[src/shared/acs_pkg.sv]
// Constants and types shared by the conversion sequencer files
package acs_pkg;

  // Result widths of the two resolution modes
  localparam int RES_HI    = 12;
  localparam int RES_LO    = 8;
  // Converter clock ticks per conversion pass
  localparam int TICKS_HI  = 52;
  localparam int TICKS_LO  = 32;
  // Sampling ticks before the first bit decision
  localparam int SMP_HI    = 16;
  localparam int SMP_LO    = 8;
  // Converter clock ticks spent on each bit decision
  localparam int TPB       = 3;
  // Base clock cycles of the load tail per pass
  localparam int TAIL_CYC  = 2;
  // Base clock cycles in one system cycle time
  localparam int SUB_PER_CYC = 3;
  // Clock rate of the base clock
  localparam int CLK_HZ    = 25_000_000;

  // Converter clock divider selections and their ratios
  localparam logic [1:0] DIV_SEL_8  = 2'h0;
  localparam logic [1:0] DIV_SEL_16 = 2'h1;
  localparam logic [1:0] DIV_SEL_32 = 2'h2;
  localparam int DIV_8     = 8;
  localparam int DIV_16    = 16;
  localparam int DIV_32    = 32;
  localparam int DIV_W     = 6;

  // Counter widths
  localparam int TICK_W    = 7;
  localparam int CYC_W     = 13;

  // SAR start code, last decision bit per mode, and result reset value
  localparam logic [RES_HI-1:0] SAR_MSB   = 12'h800;
  localparam logic [RES_HI-1:0] LSB_HI    = 12'h001;
  localparam logic [RES_HI-1:0] LSB_LO    = 12'h010;
  localparam logic [RES_HI-1:0] RES_RST   = 12'h000;

  // Conversion configuration captured at start
  typedef struct packed {
    logic       mode_hi;
    logic [1:0] div_sel;
  } acs_cfg_t;

  typedef enum logic [1:0] {
    ST_IDLE,
    ST_CONV,
    ST_TAIL
  } acs_state_t;

endpackage

[src/verilog/acs_clk_div.sv]
// Converter clock divider producing a one-cycle tick enable
`timescale 1ns/1ps
module acs_clk_div (
  // Clock and reset
  input  wire logic       clk_i,
  input  wire logic       rst_i,
  // Control
  input  wire logic       clr_i,
  input  wire logic [1:0] sel_i,
  // Tick out
  output logic            tick_o
);

  logic [acs_pkg::DIV_W-1:0] cnt_r;
  logic [acs_pkg::DIV_W-1:0] last;

  // Divider ratio decode, unused code falls back to the slowest
  always_comb begin
    unique case (sel_i)
      acs_pkg::DIV_SEL_8:  last = acs_pkg::DIV_W'(acs_pkg::DIV_8 - 1);
      acs_pkg::DIV_SEL_16: last = acs_pkg::DIV_W'(acs_pkg::DIV_16 - 1);
      default:             last = acs_pkg::DIV_W'(acs_pkg::DIV_32 - 1);
    endcase
  end

  assign tick_o = !clr_i && (cnt_r == last);

  always_ff @(posedge clk_i) begin
    if (rst_i || clr_i || tick_o) begin
      cnt_r <= '0;
    end else begin
      cnt_r <= cnt_r + 1'b1;
    end
  end

  chk_tick_spacing : assert property (@(posedge clk_i)
    disable iff (rst_i)
    (tick_o && !clr_i) |=> (!tick_o) [*7])
    else $error("divider tick closer than eight cycles");

endmodule // acs_clk_div

[src/verilog/acs_sequencer.sv]
// Successive approximation conversion sequencer, top level
// Function
// - The converter offers a 12-bit result mode and an 8-bit result mode.
// - A 12-bit conversion lasts 52*N+2 base cycles for a 1/N divider.
// - An 8-bit conversion lasts 32*N+2 base cycles for a 1/N divider.
// - The converter clock divider is programmable to 1/8, 1/16 and 1/32.
// - Conversion time runs from the accepted start to the result load.
// - The first 12-bit conversion after reset takes twice as long.
// - The first conversion after leaving 8-bit mode takes twice as long.
`timescale 1ns/1ps
module acs_sequencer (
  // Clock and reset
  input  wire logic                          CLK_I,
  input  wire logic                          RST_I,
  // Control from the core
  input  wire logic                          START_I,
  input  wire logic                          ACK_I,
  input  wire acs_pkg::acs_cfg_t             CFG_I,
  // Analog comparator, asynchronous
  input  wire logic                          COMP_I,
  // Analog front end control
  output logic                               SAMPLE_O,
  output logic [acs_pkg::RES_HI-1:0]         DAC_CODE_O,
  // Status and result
  output logic                               BUSY_O,
  output logic                               DONE_O,
  output logic [acs_pkg::RES_HI-1:0]         RESULT_O
);

  acs_pkg::acs_state_t         state_r;
  acs_pkg::acs_cfg_t           cfg_r;
  logic [acs_pkg::TICK_W-1:0]  ptick_r;
  logic [acs_pkg::TICK_W-1:0]  last_tick;
  logic [acs_pkg::TICK_W-1:0]  smp_ticks;
  logic                        pass_r;
  logic                        dbl_r;
  logic                        pend_r;
  logic [2:0]                  tail_r;
  logic [2:0]                  tail_last;
  logic [1:0]                  phase_r;
  logic [acs_pkg::RES_HI-1:0]  sar_r;
  logic [acs_pkg::RES_HI-1:0]  bit_r;
  logic [acs_pkg::RES_HI-1:0]  lsb;
  logic                        comp_s1_r;
  logic                        comp_s2_r;
  logic                        comp_s3_r;
  logic                        comp_q_r;
  logic                        done_r;
  logic [acs_pkg::RES_HI-1:0]  result_r;
  logic                        tick;
  logic                        start_acc;
  logic                        load;
  logic                        decide;

  assign start_acc = (state_r == acs_pkg::ST_IDLE) && START_I;
  assign load      = (state_r == acs_pkg::ST_TAIL) && (tail_r == tail_last);

  // Pass geometry of the captured mode
  always_comb begin
    if (cfg_r.mode_hi) begin
      last_tick = acs_pkg::TICK_W'(acs_pkg::TICKS_HI - 1);
      smp_ticks = acs_pkg::TICK_W'(acs_pkg::SMP_HI);
      lsb       = acs_pkg::LSB_HI;
    end else begin
      last_tick = acs_pkg::TICK_W'(acs_pkg::TICKS_LO - 1);
      smp_ticks = acs_pkg::TICK_W'(acs_pkg::SMP_LO);
      lsb       = acs_pkg::LSB_LO;
    end
    // Tail of two cycles, four when the conversion is doubled
    tail_last = dbl_r ? 3'(2 * acs_pkg::TAIL_CYC - 1)
                      : 3'(acs_pkg::TAIL_CYC - 1);
  end

  acs_clk_div u_div (
    .clk_i  (CLK_I),
    .rst_i  (RST_I),
    .clr_i  (state_r != acs_pkg::ST_CONV),
    .sel_i  (cfg_r.div_sel),
    .tick_o (tick)
  );

  // Sequencing: sample and bit ticks per pass, then the load tail
  always_ff @(posedge CLK_I) begin
    if (RST_I) begin
      state_r <= acs_pkg::ST_IDLE;
      cfg_r   <= '0;
      dbl_r   <= 1'b0;
      pass_r  <= 1'b0;
      ptick_r <= '0;
      tail_r  <= '0;
    end else begin
      unique case (state_r)
        acs_pkg::ST_IDLE: begin
          if (START_I) begin
            state_r <= acs_pkg::ST_CONV;
            cfg_r   <= CFG_I;
            dbl_r   <= CFG_I.mode_hi && pend_r;
            pass_r  <= 1'b0;
            ptick_r <= '0;
          end
        end
        acs_pkg::ST_CONV: begin
          if (tick) begin
            if (ptick_r == last_tick) begin
              ptick_r <= '0;
              if (pass_r == dbl_r) begin
                state_r <= acs_pkg::ST_TAIL;
                tail_r  <= '0;
              end else begin
                pass_r <= 1'b1;
              end
            end else begin
              ptick_r <= ptick_r + 1'b1;
            end
          end
        end
        acs_pkg::ST_TAIL: begin
          if (tail_r == tail_last) begin
            state_r <= acs_pkg::ST_IDLE;
          end else begin
            tail_r <= tail_r + 1'b1;
          end
        end
      endcase
    end
  end

  // Doubling pending after reset or after any time in 8-bit mode
  always_ff @(posedge CLK_I) begin
    if (RST_I) begin
      pend_r <= 1'b1;
    end else if (!CFG_I.mode_hi) begin
      pend_r <= 1'b1;
    end else if (start_acc) begin
      pend_r <= 1'b0;
    end
  end

  // Comparator synchroniser, change taken when stages two and three agree
  always_ff @(posedge CLK_I) begin
    if (RST_I) begin
      comp_s1_r <= 1'b0;
      comp_s2_r <= 1'b0;
      comp_s3_r <= 1'b0;
      comp_q_r  <= 1'b0;
    end else begin
      comp_s1_r <= COMP_I;
      comp_s2_r <= comp_s1_r;
      comp_s3_r <= comp_s2_r;
      if (comp_s2_r == comp_s3_r) begin
        comp_q_r <= comp_s3_r;
      end
    end
  end

  assign decide = (state_r == acs_pkg::ST_CONV) && tick &&
                  (ptick_r >= smp_ticks) &&
                  (phase_r == 2'(acs_pkg::TPB - 1));

  // Successive approximation register, MSB first
  always_ff @(posedge CLK_I) begin
    if (RST_I) begin
      sar_r   <= '0;
      bit_r   <= '0;
      phase_r <= '0;
    end else if ((state_r == acs_pkg::ST_CONV) && tick) begin
      if (ptick_r == smp_ticks - 1'b1) begin
        sar_r   <= acs_pkg::SAR_MSB;
        bit_r   <= acs_pkg::SAR_MSB;
        phase_r <= '0;
      end else if (decide) begin
        phase_r <= '0;
        // Comparator low means the trial code is above the input
        if (bit_r == lsb) begin
          sar_r <= comp_q_r ? sar_r : (sar_r & ~bit_r);
          bit_r <= '0;
        end else begin
          sar_r <= (comp_q_r ? sar_r : (sar_r & ~bit_r)) | (bit_r >> 1);
          bit_r <= bit_r >> 1;
        end
      end else if (ptick_r >= smp_ticks) begin
        phase_r <= phase_r + 1'b1;
      end
    end
  end

  // Result load and completion flag; a new completion beats a clear
  always_ff @(posedge CLK_I) begin
    if (RST_I) begin
      result_r <= acs_pkg::RES_RST;
      done_r   <= 1'b0;
    end else begin
      if (load) begin
        result_r <= cfg_r.mode_hi ?
                    sar_r : {4'h0, sar_r[acs_pkg::RES_HI-1:4]};
        done_r   <= 1'b1;
      end else if (ACK_I || start_acc) begin
        done_r   <= 1'b0;
      end
    end
  end

  assign SAMPLE_O   = (state_r == acs_pkg::ST_CONV) && (ptick_r < smp_ticks);
  assign DAC_CODE_O = sar_r;
  assign BUSY_O     = (state_r != acs_pkg::ST_IDLE);
  assign DONE_O     = done_r;
  assign RESULT_O   = result_r;

  // Elapsed cycles since the accepted start, for the duration checks
  logic [acs_pkg::CYC_W-1:0] cyc_r;
  logic [acs_pkg::CYC_W-1:0] ratio;
  logic [acs_pkg::CYC_W-1:0] base_len;

  always_ff @(posedge CLK_I) begin
    if (RST_I || start_acc) begin
      cyc_r <= '0;
    end else if (BUSY_O) begin
      cyc_r <= cyc_r + 1'b1;
    end
  end

  always_comb begin
    unique case (cfg_r.div_sel)
      acs_pkg::DIV_SEL_8:  ratio = acs_pkg::CYC_W'(acs_pkg::DIV_8);
      acs_pkg::DIV_SEL_16: ratio = acs_pkg::CYC_W'(acs_pkg::DIV_16);
      default:             ratio = acs_pkg::CYC_W'(acs_pkg::DIV_32);
    endcase
    base_len = acs_pkg::CYC_W'(ratio * acs_pkg::CYC_W'(last_tick + 1'b1)
                               + acs_pkg::CYC_W'(acs_pkg::TAIL_CYC));
  end

  chk_len_hi_normal : assert property (@(posedge CLK_I)
    disable iff (RST_I)
    (load && cfg_r.mode_hi && !dbl_r) |-> (cyc_r == base_len - 1'b1))
    else $error("12-bit conversion length wrong");

  chk_len_lo_normal : assert property (@(posedge CLK_I)
    disable iff (RST_I)
    (load && !cfg_r.mode_hi) |-> (cyc_r == base_len - 1'b1))
    else $error("8-bit conversion length wrong");

  chk_len_doubled : assert property (@(posedge CLK_I)
    disable iff (RST_I)
    (load && dbl_r) |->
      (cyc_r == acs_pkg::CYC_W'(2 * base_len - 1'b1)))
    else $error("doubled conversion length wrong");

  chk_switch_doubles : assert property (@(posedge CLK_I)
    disable iff (RST_I)
    (!CFG_I.mode_hi ##1 (start_acc && CFG_I.mode_hi)) |=> dbl_r)
    else $error("conversion after 8-bit mode not doubled");

  chk_start_busy : assert property (@(posedge CLK_I)
    disable iff (RST_I)
    start_acc |=> (BUSY_O && !DONE_O) [*8])
    else $error("start not followed by busy");

  // Result moves on the load edge, so its hold is judged one cycle later
  chk_done_flag : assert property (@(posedge CLK_I)
    disable iff (RST_I)
    load |=> (DONE_O && !BUSY_O) ##1 $stable(RESULT_O))
    else $error("completion did not set done and clear busy");

  chk_lo_result_width : assert property (@(posedge CLK_I)
    disable iff (RST_I)
    (load && !cfg_r.mode_hi) |=>
      (RESULT_O[acs_pkg::RES_HI-1:acs_pkg::RES_LO] == 4'h0))
    else $error("8-bit result wider than 8 bits");

  chk_dbl_after_reset : assert property (@(posedge CLK_I)
    disable iff (RST_I)
    (start_acc && CFG_I.mode_hi && pend_r) |=> (dbl_r && !pass_r))
    else $error("pending doubling not applied");

endmodule // acs_sequencer

[config.mk]
export PLATFORM = sky130hd
export DESIGN_NAME = acs_sequencer
export DESIGN_NICKNAME = d
export VERILOG_FILES = /design/src/shared/acs_pkg.sv /design/src/verilog/acs_clk_div.sv /design/src/verilog/acs_sequencer.sv
export SDC_FILE = /design/constraint.sdc
export NUM_CORES = 1
export LEC_CHECK = 0
export BUFFER_PORTS_ARGS = -buffer_cell sky130_fd_sc_hd__buf_2
export CAP_MARGIN = 40
export CORE_MARGIN = 8
export CORE_UTILIZATION = 52
export DETAILED_ROUTE_END_ITERATION = 16
export PLACE_DENSITY = 0.8
export SKIP_LAST_GASP = 1
export SYNTH_ARGS = -nofsm -noshare
export SYNTH_HDL_FRONTEND = slang
export SYNTH_SLANG_ARGS = --single-unit
export TNS_END_PERCENT = 30
[constraint.sdc]
create_clock -name CLK_I -period 2.8 [get_ports CLK_I]
set_clock_uncertainty 0.2 [all_clocks]
set_input_delay 0.42 -clock CLK_I [delete_from_list [all_inputs] [get_ports CLK_I]]
set_output_delay 0.42 -clock CLK_I [all_outputs]
set_load 0.1 [all_outputs]
==> flow_summary_export.csv <==
group,metric,value,unit
worst_setup_path,worstPathMaxFanout,8,
routing,drt_iter0_markers,261,
timing,relSlewSlack,59.4,%
timing,hold_viol,0,
die,dieHeight,93.0,um
die,fp.coreArea,5820,sq um
finish,final_net_count,392,
placed_design,dp_hpwl,5330,um
die,row_count,28,
worst_setup_path,cp_num_buf_inv,1,
placed_design,port_buffers,34,
power_and_ir_drop,internal-power,1630,uW
clock_tree,cts_setup_buffers,0,
power_and_ir_drop,peakVddDrop,0.508,mV
power_and_ir_drop,p_seq_share,41.7,%
clock_tree,clkLatencyLatePin,350,ps
finish,syn_to_final_growth,16.5,%
logic_synthesis,ys_warn_count,0,
clock_tree,cts_tree,"done",
power_and_ir_drop,combPwrFrac,25.4,%
timing,max_clock_freq,391,MHz
logic_synthesis,ys_seq_elements,67,
clock_tree,cts_hold_buf,0,
die,ios,35,
timing,setup_tns,0,ps
finish,layout.cells.non_filler,455,
min_path,hold_depth,2,
grt,grt_use_total,18.0,%
grt,gr-total-overflow,0,
power_and_ir_drop,finalPower,2480,uW
worst_setup_path,path_delay_family,"compound AO/OA/AOI/OAI gates",
timing,fin_crit_sh,91.2,%
worst_setup_path,end_kind,"flop",
logic_synthesis,synthArstFlopShare,0,%
die,die_area,8640,sq um
grt,antenna_found_initial,0,
worst_setup_path,arrival,2610,ps
placed_design,placed_cells,439,
min_path,min-delay-path-class,"primary input to flop",
flow_run,cap_violations,0,
clock_tree,clockBufferDepth,2,
worst_setup_path,cpPeakStageDelay,490,ps
die,dieWidth,93.0,um
routing,wl,7310,um
timing,rsz0062_at_grt,"false",
placed_design,gp_congestion,0.813,
routing,avgViaCountPerCell,5.87,
worst_setup_path,path_depth,7,
clock_tree,clk_pin_slew_worst_paths,80,ps
timing,tightest_slew,605,ps
die,initial_core_util,52.9,%
power_and_ir_drop,netSwitchingPower,852,uW
worst_setup_path,reg2reg_depth,7,
clock_tree,cts_buffers,9,
power_and_ir_drop,leakage,0.00135,uW
routing,drc_errors,0,
finish,diodes,0,
logic_synthesis,synth_cell_types,56,
logic_synthesis,synthesis.nets,348,
logic_synthesis,ys.flop_type,"dfxtp_1",
logic_synthesis,syn-cell-area,3080,sq um
timing,whs,71.9,ps
status,status,"complete, no violations",
routing,avgRoutedWirePerCell,16.1,um
worst_setup_path,critical_path_required,2850,ps
worst_setup_path,slowest_stage,"a311o_1",
clock_tree,cts_resized,0,
worst_setup_path,path_class,"flop to flop",
routing,dr.pass1.iters,5,
logic_synthesis,avgSynthCellArea,9.30,sq um
finish,drive_gt1_share,19.2,%
logic_synthesis,synth_edf_count,0,
grt,grt_pass1_vias,2617,
timing,slew_violations,0,
timing,fin_crit,2550,ps
worst_setup_path,startpoint_type,"flop",
clock_tree,h-tree-depth,3,
clock_tree,root_buffer,"clkbuf_8",
worst_setup_path,path_cells,"inv_1, ha_1, nand4b_1, a311o_1, nor4_4, o21ai_0, a32o_1",
clock_tree,cts_sinks,67,
power_and_ir_drop,power_frac_clock,32.9,%
routing,vias,2673,
power_and_ir_drop,netSwitchingFraction,34.3,%
power_and_ir_drop,power.density,692,nW/um^2
grt,grt_first_pass_wirelength,12500,um
timing,setup_viol,0,
routing,drtAntennaViolNets,0,
logic_synthesis,synthCells,331,
logic_synthesis,ys_seq_area_share,43.6,%
grt,grt_max_degree,22,
## worst paths after layout
check             start       endpoint  slack [ps]
max          ptick_r[3]  DAC_CODE_O[4]         250
min            CFG_I[2]         pend_r          70
max reg2reg  ptick_r[3]  DAC_CODE_O[4]         250
min reg2reg   comp_s1_r      comp_s2_r         250
## cells in the mapped netlist, types with 4 or more instances
| cell type | number | share of area [%] |
|---|---|---|
| a21oi_1 | 23 | 3.7 |
| xnor2_1 | 5 | 1.4 |
| nand2_1 | 24 | 2.9 |
| inv_1 | 12 | 1.5 |
| dfxtp_1 | 67 | 44 |
| a22o_1 | 10 | 2.8 |
| xor2_1 | 4 | 1.1 |
| nor2b_1 | 7 | 1.4 |
| buf_2 | 4 | 0.65 |
| ha_1 | 9 | 3.7 |
| nand2b_1 | 6 | 1.2 |
| and3_1 | 6 | 1.2 |
| clkbuf_1 | 8 | 0.98 |
| a32o_1 | 7 | 2.3 |
| nand3b_1 | 5 | 1.2 |
| a211oi_1 | 11 | 2.7 |
| nand3_1 | 20 | 3.3 |
| nor2_1 | 25 | 3.0 |
| o21ai_0 | 14 | 2.3 |
| mux2i_1 | 9 | 2.9 |
## worst register-to-register path, cell delays in order, from the launching register on
cell	delay [ps]
dfxtp_1	370
inv_1	90
ha_1	330
nand4b_1	120
a311o_1	490
nor4_4	380
o21ai_0	200
a32o_1	290
## per-stage QoR
step                util, %  setup WS (ps)  area (sq um)
detailed placement     58.2            310          3390
CTS                    61.7            249          3590
global placement       58.2            388          3390
finish                 61.7            245          3590
global route           61.7            127          3590
floorplan                 -           84.9          3080
## final cells by class
type / instances / area, sq um
clock inverter: 6 / 63.8
clock buffer: 10 / 138
tap: 75 / 93.8
sequential: 67 / 1340
timing repair buffer: 46 / 275
multi-input combinational: 239 / 1630
inverter: 12 / 45.0
fill: 506 / 2230
## power by group through the flow
stage,clock network (uW),logic [uW],registers (uW)
4_1_cts,829,631,1040
3_3_place_gp,0,618,1050
2_1_floorplan,0,474,1050
3_5_place_dp,0,628,1060
5_1_grt,867,685,1040
6_report,817,631,1040
## cell usage in the layout (no fill, tap or decap), types with 2 or more instances in the layout
cell type,synthesis,layout
o211ai_1,2,2
or3_1,3,3
o21a_1,3,3
clkinvlp_4,0,2
nor3_1,2,2
or4_1,3,3
nand4_1,3,3
and3_1,6,6
buf_4,0,12
a21oi_1,23,23
inv_1,12,12
nand2b_1,6,6
nor2b_1,7,7
xor2_1,4,4
nand4b_1,3,3
nor2_1,25,25
nand2_1,24,24
buf_2,4,33
a211oi_1,11,11
xnor2_1,5,5
clkinv_2,0,2
a21o_1,2,2
a21boi_0,3,3
o21ai_0,14,14
ha_1,9,9
nand3b_1,5,5
and2_1,2,2
nor4_1,2,2
clkbuf_8,0,10
mux2i_1,9,9
a31oi_1,3,3
a32o_1,7,7
a22o_1,10,10
nand3_1,20,20
dfxtp_1,67,67
## cells by family (layout without fill, tap and decap cells)
family                   Yosys count  after routing  synth area share [%]
XOR/XNOR                           9              9                  2.56
AND/OR/NAND/NOR                  117            117                  21.0
AO/OA/AOI/OAI                     94             94                  22.5
buffers and inverters             25             74                  3.45
adder cells (fa/ha/maj)            9              9                  3.66
flip-flops                        67             67                  43.6
multiplexers                      10             10                  3.29
## sequential cells by signal (all words and copies together), names as in the netlist
| register | cells |
|---|---|
| u_div.cnt_r | 6 |
| comp_s1_r | 1 |
| DONE_O | 1 |
| pass_r | 1 |
| pend_r | 1 |
| tail_r | 3 |
| comp_s2_r | 1 |
| DAC_CODE_O | 12 |
| bit_r | 12 |
| state_r | 2 |
| phase_r | 2 |
| RESULT_O | 12 |
| ptick_r | 7 |
| dbl_r | 1 |
| cfg_r | 3 |
| comp_q_r | 1 |
| comp_s3_r | 1 |
## per-layer routing
| layer | track usage, % | vias up | wire length [um] |
|---|---|---|---|
| met5 | 0 | - | 0 |
| met4 | 7.38 | 0 | 116 |
| met3 | 5.02 | 11 | 465 |
| met2 | 28.5 | 96 | 3430 |
| met1 | 22.5 | 1252 | 3310 |
| li1 | - | 1314 | - |
Power figures use the tool's default switching activity.
